$ cat config.mk
export PLATFORM = sky130hd
export DESIGN_NAME = ccs_sequencer
export DESIGN_NICKNAME = d
export VERILOG_FILES = /design/src/shared/ccs_pkg.sv /design/src/hdl/ccs_period_tick.sv /design/src/hdl/ccs_sequencer.sv
export SDC_FILE = /design/constraint.sdc
export NUM_CORES = 1
export LEC_CHECK = 0
export ABC_AREA = 0
export BUFFER_PORTS_ARGS = -buffer_cell sky130_fd_sc_hd__buf_2
export CORE_UTILIZATION = 60
export CTS_BUF_LIST = sky130_fd_sc_hd__clkbuf_4 sky130_fd_sc_hd__clkbuf_8
export CTS_CLUSTER_SIZE = 20
export DETAILED_ROUTE_END_ITERATION = 12
export PLACE_DENSITY = 0.89
export SLEW_MARGIN = 10
export SYNTH_ARGS = -nofsm -noshare
export SYNTH_HDL_FRONTEND = slang
export SYNTH_SLANG_ARGS = --single-unit
$ cat constraint.sdc
create_clock -name clk -period 3.3 [get_ports clk]
set_clock_uncertainty 0.05 [all_clocks]
set_input_delay 0.165 -clock clk [delete_from_list [all_inputs] [get_ports clk]]
set_output_delay 0.165 -clock clk [all_outputs]
set_load 0.01 [all_outputs]
$ cat src/shared/ccs_pkg.sv
// constants and types for the calibration completion sequencer
// assumes a single 200 MHz clock and synchronous active-low reset
`default_nettype none
package ccs_pkg;
  // operating-mode codes held in the two mode bits
  typedef enum logic [1:0] {
    CCS_MD_NORMAL  = 2'h0,
    CCS_MD_SELFCAL = 2'h1,
    CCS_MD_ZSCAL   = 2'h2,
    CCS_MD_FSCAL   = 2'h3
  } ccs_mode_t;
  // calibration lengths in output periods
  localparam int CCS_SELF_CAL_PER = 6;
  localparam int CCS_SELF_RDY_PER = 9;
  localparam int CCS_SYS_CAL_PER  = 3;
  localparam int CCS_SYS_RDY_PER  = 4;
  // pipeline delay limit in master clock periods
  localparam int CCS_TP_MAX_MCLK  = 2000;
  // default pipeline delay used, in master clock periods
  localparam int CCS_TP_DEF_MCLK  = 1000;
  // default output period in system clock cycles
  localparam int CCS_OUT_PER_CYC  = 64;
  localparam int CCS_CNT_W        = 16;
  localparam logic [15:0] CCS_DATA_RST = 16'h0000;
endpackage
`default_nettype wire

$ cat src/hdl/ccs_period_tick.sv
// output period tick generator
// assumes clk domain; period is a module parameter
`default_nettype none
module ccs_period_tick #(
  parameter int PERIOD = ccs_pkg::CCS_OUT_PER_CYC
) (
  // clock and reset
  input  wire logic clk,
  input  wire logic rstn,
  // restart and tick
  input  wire logic restart,
  output logic      tick
);
  import ccs_pkg::*;
  logic [CCS_CNT_W-1:0] cnt_q;
  // count output periods, one-cycle tick at the end of each
  always_ff @(posedge clk) begin
    if (!rstn || restart) begin
      cnt_q <= '0;
      tick  <= 1'b0;
    end else if (cnt_q == CCS_CNT_W'(PERIOD - 1)) begin
      cnt_q <= '0;
      tick  <= 1'b1;
    end else begin
      cnt_q <= cnt_q + 1'b1;
      tick  <= 1'b0;
    end
  end
endmodule
`default_nettype wire

$ cat src/hdl/ccs_sequencer.sv
// calibration completion sequencer: mode bits, ready level held until the next nonzero command taken while idle, result
// assumes mode writes and conversion data come from logic on clk
//
// What this block does
// at the end of any calibration the ready output is driven low.
// when ready falls the data register holds a fresh conversion.
// the mode bits return to 0,0 once a calibration completes.
// mode bits clear before ready falls and imply no fresh data.
// mode clear ends the calibration; ready adds a conversion and delay.
// the pipeline delay never exceeds 2000 master clock periods.
// the host watches ready or polls the mode bits for completion.
// code 0,1 is self calibration: clear at 6 periods, ready at 9.
// code 1,0 is zero-scale system cal: clear at 3, ready at 4.
// code 1,1 is full-scale system cal: clear at 3, ready at 4.
// the host writes a nonzero code and waits for completion.
`default_nettype none
module ccs_sequencer #(
  parameter int OUT_PER = ccs_pkg::CCS_OUT_PER_CYC,
  parameter int MCLK_DIV = 2,
  parameter int TP_MCLK = ccs_pkg::CCS_TP_DEF_MCLK
) (
  // clock and reset
  input  wire logic             clk,
  input  wire logic             rstn,
  // mode command from the serial port
  input  wire logic             mode_wr,
  input  wire ccs_pkg::ccs_mode_t mode_wdata,
  // conversion result from the filter
  input  wire logic [15:0]      conv_data,
  // status toward the serial port and pin
  output logic                  op_mode_bit_hi,
  output logic                  op_mode_bit_lo,
  output logic                  result_ready_n,
  output logic [15:0]           data_out,
  output logic                  cal_active
);
  import ccs_pkg::*;

  localparam int TP_CYC = TP_MCLK * MCLK_DIV;
  localparam int TP_MAX_CYC = CCS_TP_MAX_MCLK * MCLK_DIV;
  // a longer request is cut to the limit so the delay stays in bounds
  localparam int TP_USE = (TP_CYC > TP_MAX_CYC) ? TP_MAX_CYC : TP_CYC;
  // expected cycles from the accept edge, used by the timing checks
  localparam int SELF_CLR_CYC = CCS_SELF_CAL_PER * OUT_PER + 1;
  localparam int SYS_CLR_CYC  = CCS_SYS_CAL_PER * OUT_PER + 1;
  localparam int SELF_RDY_CYC = CCS_SELF_RDY_PER * OUT_PER + TP_USE + 1;
  localparam int SYS_RDY_CYC  = CCS_SYS_RDY_PER * OUT_PER + TP_USE + 1;

  typedef enum logic [2:0] {
    CCS_IDLE, CCS_CAL, CCS_CONV, CCS_PIPE
  } ccs_state_t;

  ccs_state_t           state_q;
  logic [3:0]           per_q;
  logic [3:0]           conv_per_q;
  logic [CCS_CNT_W-1:0] tp_q;
  logic                 tick;
  logic                 start;
  logic [CCS_CNT_W-1:0] run_cyc_q;
  logic [CCS_CNT_W-1:0] pipe_cyc_q;
  logic                 self_q;

  // calibration commands only taken while idle
  assign start = mode_wr && (mode_wdata != CCS_MD_NORMAL) &&
                 (state_q == CCS_IDLE);

  ccs_period_tick #(.PERIOD(OUT_PER)) u_tick (
    .clk     (clk),
    .rstn    (rstn),
    .restart (start),
    .tick    (tick)
  );

  // calibration and ready lengths per code
  function automatic logic [3:0] cal_len(input ccs_mode_t m);
    cal_len = (m == CCS_MD_SELFCAL) ? 4'(CCS_SELF_CAL_PER)
                                    : 4'(CCS_SYS_CAL_PER);
  endfunction
  function automatic logic [3:0] rdy_len(input ccs_mode_t m);
    rdy_len = (m == CCS_MD_SELFCAL) ? 4'(CCS_SELF_RDY_PER)
                                    : 4'(CCS_SYS_RDY_PER);
  endfunction

  // sequence state machine
  always_ff @(posedge clk) begin
    if (!rstn) begin
      state_q    <= CCS_IDLE;
      per_q      <= '0;
      conv_per_q <= '0;
      tp_q       <= '0;
    end else begin
      case (state_q)
        CCS_IDLE: if (start) begin
          state_q    <= CCS_CAL;
          per_q      <= cal_len(mode_wdata);
          conv_per_q <= rdy_len(mode_wdata) - cal_len(mode_wdata);
        end
        CCS_CAL: if (tick) begin
          if (per_q == 4'h1) begin
            state_q <= CCS_CONV;
            per_q   <= conv_per_q;
          end else begin
            per_q <= per_q - 4'h1;
          end
        end
        CCS_CONV: if (tick) begin
          if (per_q == 4'h1) begin
            state_q <= CCS_PIPE;
            tp_q    <= CCS_CNT_W'(TP_USE - 1);
          end else begin
            per_q <= per_q - 4'h1;
          end
        end
        CCS_PIPE: begin
          if (tp_q == '0) state_q <= CCS_IDLE;
          else tp_q <= tp_q - 1'b1;
        end
        default: state_q <= CCS_IDLE;
      endcase
    end
  end

  // mode bits: set by command, cleared when calibration ends
  always_ff @(posedge clk) begin
    if (!rstn) begin
      op_mode_bit_hi <= 1'b0;
      op_mode_bit_lo <= 1'b0;
    end else if (start) begin
      op_mode_bit_hi <= mode_wdata[1];
      op_mode_bit_lo <= mode_wdata[0];
    end else if (state_q == CCS_CAL && tick && per_q == 4'h1) begin
      op_mode_bit_hi <= 1'b0;
      op_mode_bit_lo <= 1'b0;
    end
  end

  // ready goes high at command, low with the fresh conversion result
  always_ff @(posedge clk) begin
    if (!rstn) begin
      result_ready_n <= 1'b1;
      data_out       <= CCS_DATA_RST;
    end else if (start) begin
      result_ready_n <= 1'b1;
    end else if (state_q == CCS_PIPE && tp_q == '0) begin
      result_ready_n <= 1'b0;
      data_out       <= conv_data;
    end
  end

  // busy flag from calibration start to ready
  always_ff @(posedge clk) begin
    if (!rstn) cal_active <= 1'b0;
    else if (start) cal_active <= 1'b1;
    else if (state_q == CCS_PIPE && tp_q == '0) cal_active <= 1'b0;
  end

  // cycles since the accept edge, for the timing checks
  always_ff @(posedge clk) begin
    if (!rstn || start) run_cyc_q <= '0;
    else if (cal_active) run_cyc_q <= run_cyc_q + 1'b1;
  end

  // cycles spent in the delay phase, for the delay limit check
  always_ff @(posedge clk) begin
    if (!rstn || state_q != CCS_PIPE) pipe_cyc_q <= '0;
    else pipe_cyc_q <= pipe_cyc_q + 1'b1;
  end

  // kind of calibration running, for the timing checks
  always_ff @(posedge clk) begin
    if (!rstn) self_q <= 1'b0;
    else if (start) self_q <= (mode_wdata == CCS_MD_SELFCAL);
  end

  // assertions
  rdy_order_a: assert property (@(posedge clk) disable iff (!rstn)
    $fell(result_ready_n) |-> !op_mode_bit_hi && !op_mode_bit_lo)
    else $error("ready fell while mode bits set");
  mode_clear_a: assert property (@(posedge clk) disable iff (!rstn)
    $fell(cal_active) |-> {op_mode_bit_hi, op_mode_bit_lo} == 2'h0)
    else $error("mode bits not clear at end");
  rdy_fall_a: assert property (@(posedge clk) disable iff (!rstn)
    $fell(cal_active) |-> !result_ready_n)
    else $error("ready not low at end of calibration");
  data_load_a: assert property (@(posedge clk) disable iff (!rstn)
    $fell(result_ready_n) |-> data_out == $past(conv_data))
    else $error("data not loaded with ready");
  pipe_max_a: assert property (@(posedge clk) disable iff (!rstn)
    state_q == CCS_PIPE |-> pipe_cyc_q < CCS_CNT_W'(TP_MAX_CYC))
    else $error("pipeline delay too long");
  pipe_len_a: assert property (@(posedge clk) disable iff (!rstn)
    $rose(state_q == CCS_PIPE) |->
      ({op_mode_bit_hi, op_mode_bit_lo} == 2'h0) && result_ready_n)
    else $error("pipeline phase wrong");
  mode_set_a: assert property (@(posedge clk) disable iff (!rstn)
    start |=> {op_mode_bit_hi, op_mode_bit_lo} == $past(mode_wdata))
    else $error("mode bits not loaded");
  busy_rdy_a: assert property (@(posedge clk) disable iff (!rstn)
    cal_active && state_q != CCS_IDLE |-> result_ready_n)
    else $error("ready low during calibration");
  clear_time_a: assert property (@(posedge clk) disable iff (!rstn)
    $fell(op_mode_bit_hi || op_mode_bit_lo) |->
      run_cyc_q == (self_q ? CCS_CNT_W'(SELF_CLR_CYC)
                           : CCS_CNT_W'(SYS_CLR_CYC)))
    else $error("mode bits cleared at wrong time");
  rdy_time_a: assert property (@(posedge clk) disable iff (!rstn)
    $fell(result_ready_n) |->
      run_cyc_q == (self_q ? CCS_CNT_W'(SELF_RDY_CYC)
                           : CCS_CNT_W'(SYS_RDY_CYC)))
    else $error("ready fell at wrong time");
  cal_mode_a: assert property (@(posedge clk) disable iff (!rstn)
    state_q == CCS_CAL |-> {op_mode_bit_hi, op_mode_bit_lo} != 2'h0)
    else $error("mode bits cleared during calibration");
  self_cov: cover property (@(posedge clk) disable iff (!rstn)
    start && mode_wdata == CCS_MD_SELFCAL);
  zs_cov: cover property (@(posedge clk) disable iff (!rstn)
    start && mode_wdata == CCS_MD_ZSCAL);
  fs_cov: cover property (@(posedge clk) disable iff (!rstn)
    start && mode_wdata == CCS_MD_FSCAL);
  done_cov: cover property (@(posedge clk) disable iff (!rstn)
    $fell(result_ready_n));
  busy_cov: cover property (@(posedge clk) disable iff (!rstn)
    mode_wr && mode_wdata != CCS_MD_NORMAL && state_q != CCS_IDLE);
endmodule
`default_nettype wire

# Yosys cells after proc, flatten, opt, wreduce, memory -nomap -nowiden
# Cells that the tools add are included.
[op_classes] n_bitwise=2 multipliers=0 reduce_logical=21 n_lt_le_gt_ge=0 shifts=0 n_eq_ne=14 div_mod_pow=0 n_mux=25 add_sub_neg=4
[op_table] operator="$mux W16" count=3
[op_table] operator="$pmux W16 S2" count=1
[op_table] operator="$mux W4" count=6
[op_table] operator="$mux W3" count=7
[op_table] operator="$add A16 B1 Y16 const B" count=1
[op_table] operator="$eq A16 B6 Y1 const B" count=1
[op_table] operator="$logic_not A16 Y1" count=1
[op_table] operator="$sub A16 B1 Y16 const B" count=1
[op_table] operator="$ne A2 B2 Y1 const B" count=6
[op_table] operator="$pmux W3 S4" count=1
[op_table] operator="$pmux W4 S3" count=1
[op_table] operator="$reduce_bool A2 Y1" count=4
[op_table] operator="$eq A3 B2 Y1 const B" count=2
[op_table] operator="$mux W1" count=6
[op_table] operator="$reduce_and A6 Y1" count=1
[op_table] operator="$logic_and A1 B1 Y1" count=5
[op_table] operator="$reduce_and A5 Y1" count=1
[op_table] operator="$eq A4 B1 Y1 const B" count=1
[op_table] operator="$ne A2 B1 Y1 const B" count=2
[op_table] operator="$reduce_and A2 Y1" count=2
[op_table] operator="$reduce_and A4 Y1" count=1
[op_table] operator="$reduce_or A2 Y1" count=2
[op_table] operator="$sub A4 B1 Y4 const B" count=1
[op_table] operator="$sub A4 B3 Y4" count=1
[op_table] operator="7 further kinds" count=8
[word_totals] mem_count=0 reg_bits=64 in_bits=21 mem_bits_ro=0 ramBits=0 latchBits=0 word_cells=77 out_inout_bits=20

# Depth between registers and ports, before layout
[logic_depth] ltp_word=5 depth_mapped=9 depth_no_buf=6

# By module
# A second synthesis with hierarchy kept.
[hier_totals] cells_unflattened=314 area_unflattened_um2=2870.3
[by_module_without_submodules] module="ccs_sequencer" n_inst=1 seq_area_each_um2=880.8 area_per_inst_um2=2140.8 cells_per_inst=232
[by_module_without_submodules] module="ccs_period_tick" n_inst=1 seq_area_each_um2=340.3 area_per_inst_um2=729.4 cells_per_inst=82

# Worst setup path before layout
# No wires, ideal clock.
[synth_path] path_kind="register to register" from="register tp_q[0]" to="register data_out[9]" setup_slack_ps=984 setup_time_ps=132 t_arrival_ps=2134 n_path_buf=3 synth_period_minus_slack_ps=2316 required_time_ps=3118 stages_incl_launch_ff=10 path_cell_list="dfxtp_1 > inv_1 > ha_1 > or4b_1 > clkbuf_1 > or4_4 > buf_6 > buf_8 > o21ai_1 > a21oi_1"
[synth_via] elab_chain_cells=3
[synth_lines] element="start, declared" line="ccs_sequencer.sv:56" source="logic [CCS_CNT_W-1:0] tp_q;"
[synth_lines] element="start signal, assigned" line="ccs_sequencer.sv:109" source="tp_q <= CCS_CNT_W'(TP_USE - 1);"
[synth_lines] element="start signal, assigned" line="ccs_sequencer.sv:116" source="else tp_q <= tp_q - 1'b1;"
[synth_lines] element="$logic_not A16 Y1" line="ccs_sequencer.sv:144" source="end else if (state_q == CCS_PIPE && tp_q == '0) begin"
[synth_lines] element="$logic_and A1 B1 Y1" line="ccs_sequencer.sv:144"
[synth_lines] element="$reduce_and A2 Y1 (no line)"
[synth_lines] element="end signal, assigned" line="ccs_sequencer.sv:146" source="data_out <= conv_data;"
[synth_lines] element="end, declared" line="ccs_sequencer.sv:34" source="output logic [15:0] data_out,"
# No other way between the ends.
# A chain may end at the register's enable or synchronous reset.

# Final worst setup path
[layout_path] from="register state_q[0]" to="register data_out[14]"
[layout_via] elab_chain_cells=4 elab_cells_between_ends=6 classes_between="eq/ne: 1; bitwise: 1; reduce/logical: 4"
[layout_lines] element="start, declared" line="ccs_sequencer.sv:53" source="ccs_state_t state_q;"
[layout_lines] element="start signal, assigned" line="ccs_sequencer.sv:87" source="state_q <= CCS_IDLE;"
[layout_lines] element="start signal, assigned" line="ccs_sequencer.sv:94" source="state_q <= CCS_CAL;"
[layout_lines] element="start signal, assigned" line="ccs_sequencer.sv:100" source="state_q <= CCS_CONV;"
[layout_lines] element="$logic_not A3 Y1" line="ccs_sequencer.sv:65" source="(state_q == CCS_IDLE);"
[layout_lines] element="$logic_and A1 B1 Y1" line="ccs_sequencer.sv:64" source="assign start = mode_wr && (mode_wdata != CCS_MD_NORMAL) &&"
[layout_lines] element="$not A1 Y1 (no line)"
[layout_lines] element="$reduce_and A2 Y1 (no line) *"
# Mark *: on every way between the ends. The rest lies on a longest branch, timed or not.

==> impl_metrics.toml <==
[status]
status = "finished, final reports clean"

[worst_setup_path]
crit_type = "flip-flop to flip-flop"
worstSetupEndpointType = "flip-flop"
critPathMaxFanout = 23
reg2reg_slack_ns = 0.66
cp.required_ns = 3.52
critPathLaunchType = "flip-flop"
r2r-start = "state_q[0]"
r2r_end = "data_out[14]"
worst-r2r-cell-count = 6
cp.arrival_ns = 2.87

[final_layout]
multi_input_area_sq_mm = 0.00171
regArea_sq_mm = 0.00122
final_common_cell = "dfxtp_1"
layout.nets = 421
instances_no_fill = 462
syn2layout_area_growth_pct = 13.4
drive_above_1_share_pct = 19.0
diodes = 0
fillCellCount = 380
final_cell_mix = "61 x dfxtp_1, 40 x buf_2, 29 x nand3_1, 28 x a21oi_1, 26 x nor2_1"

[power_and_ir_drop]
power.leakage_nw = 1.36
powerDensity_mw_per_mm2 = 684
pwr-share-seq_pct = 36.7
power_frac_comb_pct = 34.3
worst_ir_drop_vdd_mv = 0.583
switching_share_pct = 35.9
p_int_mw = 1.53
clock_power_share_pct = 29.0
power_switching_mw = 0.858

[clock_network]
post_cts_buffers = 0
cts_buffers = 9
cts_resized = 0
htreeDepth = 3
cts_root_buffer = "clkbuf_8"
clock_latency_ns = 0.34
clk_pin_slew_ns = 0.07
hold_buffers = 0
clkSinkCount = 61
ctsLongestPathBuffers = 2
cts_tree = "built"

[timing]
timing.final.crit_period_ns = 2.64
totalNegativeSetupSlack_ns = 0
hold_viol = 0
worst_slew_pin_slew_ns = 1.07
clock.fmax_mhz = 378
slew_headroom_pct = 28.6
period_share_pct = 80.1
drv_slew = 0
rsz0062_at_grt = "false"
finalSetupViolCount = 0

[routing]
drt_iter0_drc = 274
first_pass_iters = 4
dr_total_vias = 2849
via_per_inst = 6.17
detail-route-antenna-nets = 0
drc = 0
wl_um = 7040
wl_per_cell_um = 15.2

[place]
dp.cells = 447
portBuffers = 40
place.gp.congestion = 0.889
post-dp-hpwl_um = 4640

[grt]
grt_max_degree = 33
grt_pass1_vias = 2540
grt_pass1_wl_um = 11600
track_usage_pct = 27.9
grt-ovfl-total = 0
grt_antenna_before_repair = 0

[synth]
synthFlopType = "dfxtp_1"
ys_ff_latch = 61
yosysSeqAreaShare_pct = 39.6
synth_cells = 355
synthesis.area_sq_mm = 0.00308
synthArstFlopShare_pct = 0
synth_area_per_cell_sq_um = 8.68
synth_cell_types = 58
synth_nets = 385
synth_edf_count = 0
ys_warn_count = 0

[floorplan]
die_w_um = 73.7
row_count = 25
die_h_um = 73.7
io_pins = 41
coreArea_sq_mm = 0.00482
start_util_pct = 63.9
die_area_sq_mm = 0.00542

[flow_run]
max_cap_violations = 0

[worst_hold_path]
hold_end = "data_out[10]"
hp-start = "conv_data[10]"
hold_class = "input pin to flip-flop"
min_path_cells = 3
## stage by stage
stage	cell area (sq um)	total power, mW	worst slack [ns]	hold slack (ns)	util [%]
detailed placement	3280	1.68	0.733	0.376	68.2
global placement	3280	1.65	0.809	0.373	68.2
finish	3490	2.39	0.657	0.0222	72.5
floorplan	3080	1.52	0.984	0.251	-
global route	3490	2.51	0.442	0.0292	72.5
CTS	3490	2.38	0.692	0.0108	72.5
## cells by family (layout without fill, tap and decap cells)
logic type | count (synthesis) | in the layout | synth area share [%]
buffers and inverters | 29 | 69 | 4.79
AO/OA/AOI/OAI | 87 | 87 | 18.6
XOR/XNOR | 11 | 11 | 3.13
adder cells (fa/ha/maj) | 9 | 9 | 3.66
flip-flops | 61 | 61 | 39.6
multiplexers | 10 | 10 | 3.29
AND/OR/NAND/NOR | 148 | 148 | 26.8
## power groups by stage
stage	clock network, mW	registers (mW)	logic, mW
6_report	0.692	0.878	0.819
4_1_cts	0.700	0.875	0.807
2_1_floorplan	0	0.881	0.640
3_5_place_dp	0	0.891	0.792
3_3_place_gp	0	0.886	0.766
5_1_grt	0.733	0.887	0.895
## synthesized netlist by cell type, types with 3 or more instances
cell type   n  area share [%]
xor2_1      7             2.0
ha_1        9             3.7
buf_6       3             1.1
nand3_1    29             4.7
or3_1       5             1.0
a211oi_1    3            0.73
dfxtp_1    61              40
nor3_1     10             1.6
nand4_1     7             1.4
a31oi_1     5             1.0
a311oi_1    6             1.7
o21ai_1     3            0.49
o21ai_2     5             1.4
mux2i_1     9             2.9
nor4_1     12             2.4
clkbuf_1   12             1.5
a21oi_1    28             4.5
o21ai_0    14             2.3
inv_1      10             1.2
o211ai_1    5             1.2
xnor2_1     4             1.1
nand2b_1   11             2.2
o211a_1     3            0.97
nor2_1     26             3.2
nand2_1    21             2.6
and2_1      3            0.61
and4_1      3            0.85
## registers in the layout, summed over array words and instances (netlist names)
signal          cells
op_mode_bit_hi      1
u_tick.cnt_q       16
data_out           16
u_tick.tick         1
conv_per_q          2
state_q             2
op_mode_bit_lo      1
cal_active          1
tp_q               16
result_ready_n      1
per_q               4
## layer usage
metal	vias up	wire, um	track usage [%]
met2	75	3480	46.3
met1	1374	3150	35.7
met4	0	68	12.2
li1	1395	-	-
met5	-	0	0
met3	5	338	4.53
## worst max-delay path, cell delays in order, from the launching register on
cell	delay, ns
dfxtp_1	0.39
inv_1	0.10
ha_1	0.27
o211a_1	0.45
nor2_1	0.94
nand3_1	0.18
a21oi_1	0.18
## final cells by class
cell class / count / share of cell area, %
Tap cell: 67 / 2.40
Inverter: 10 / 1.07
Clock inverter: 3 / 1.25
Clock buffer: 12 / 4.73
Multi-Input combinational cell: 265 / 49.0
Sequential cell: 61 / 35.0
Timing Repair Buffer: 44 / 6.59
## worst max path at each step
stage               startpoint            to  cells past startpoint
finish              state_q[0]  data_out[14]                      6
floorplan              tp_q[0]   data_out[9]                      9
CTS                 state_q[0]   data_out[2]                      6
global route        state_q[0]   data_out[2]                      6
global placement    state_q[0]  data_out[13]                      6
detailed placement  state_q[0]   data_out[2]                      6
No activity file was read; power rests on OpenSTA's default activity.
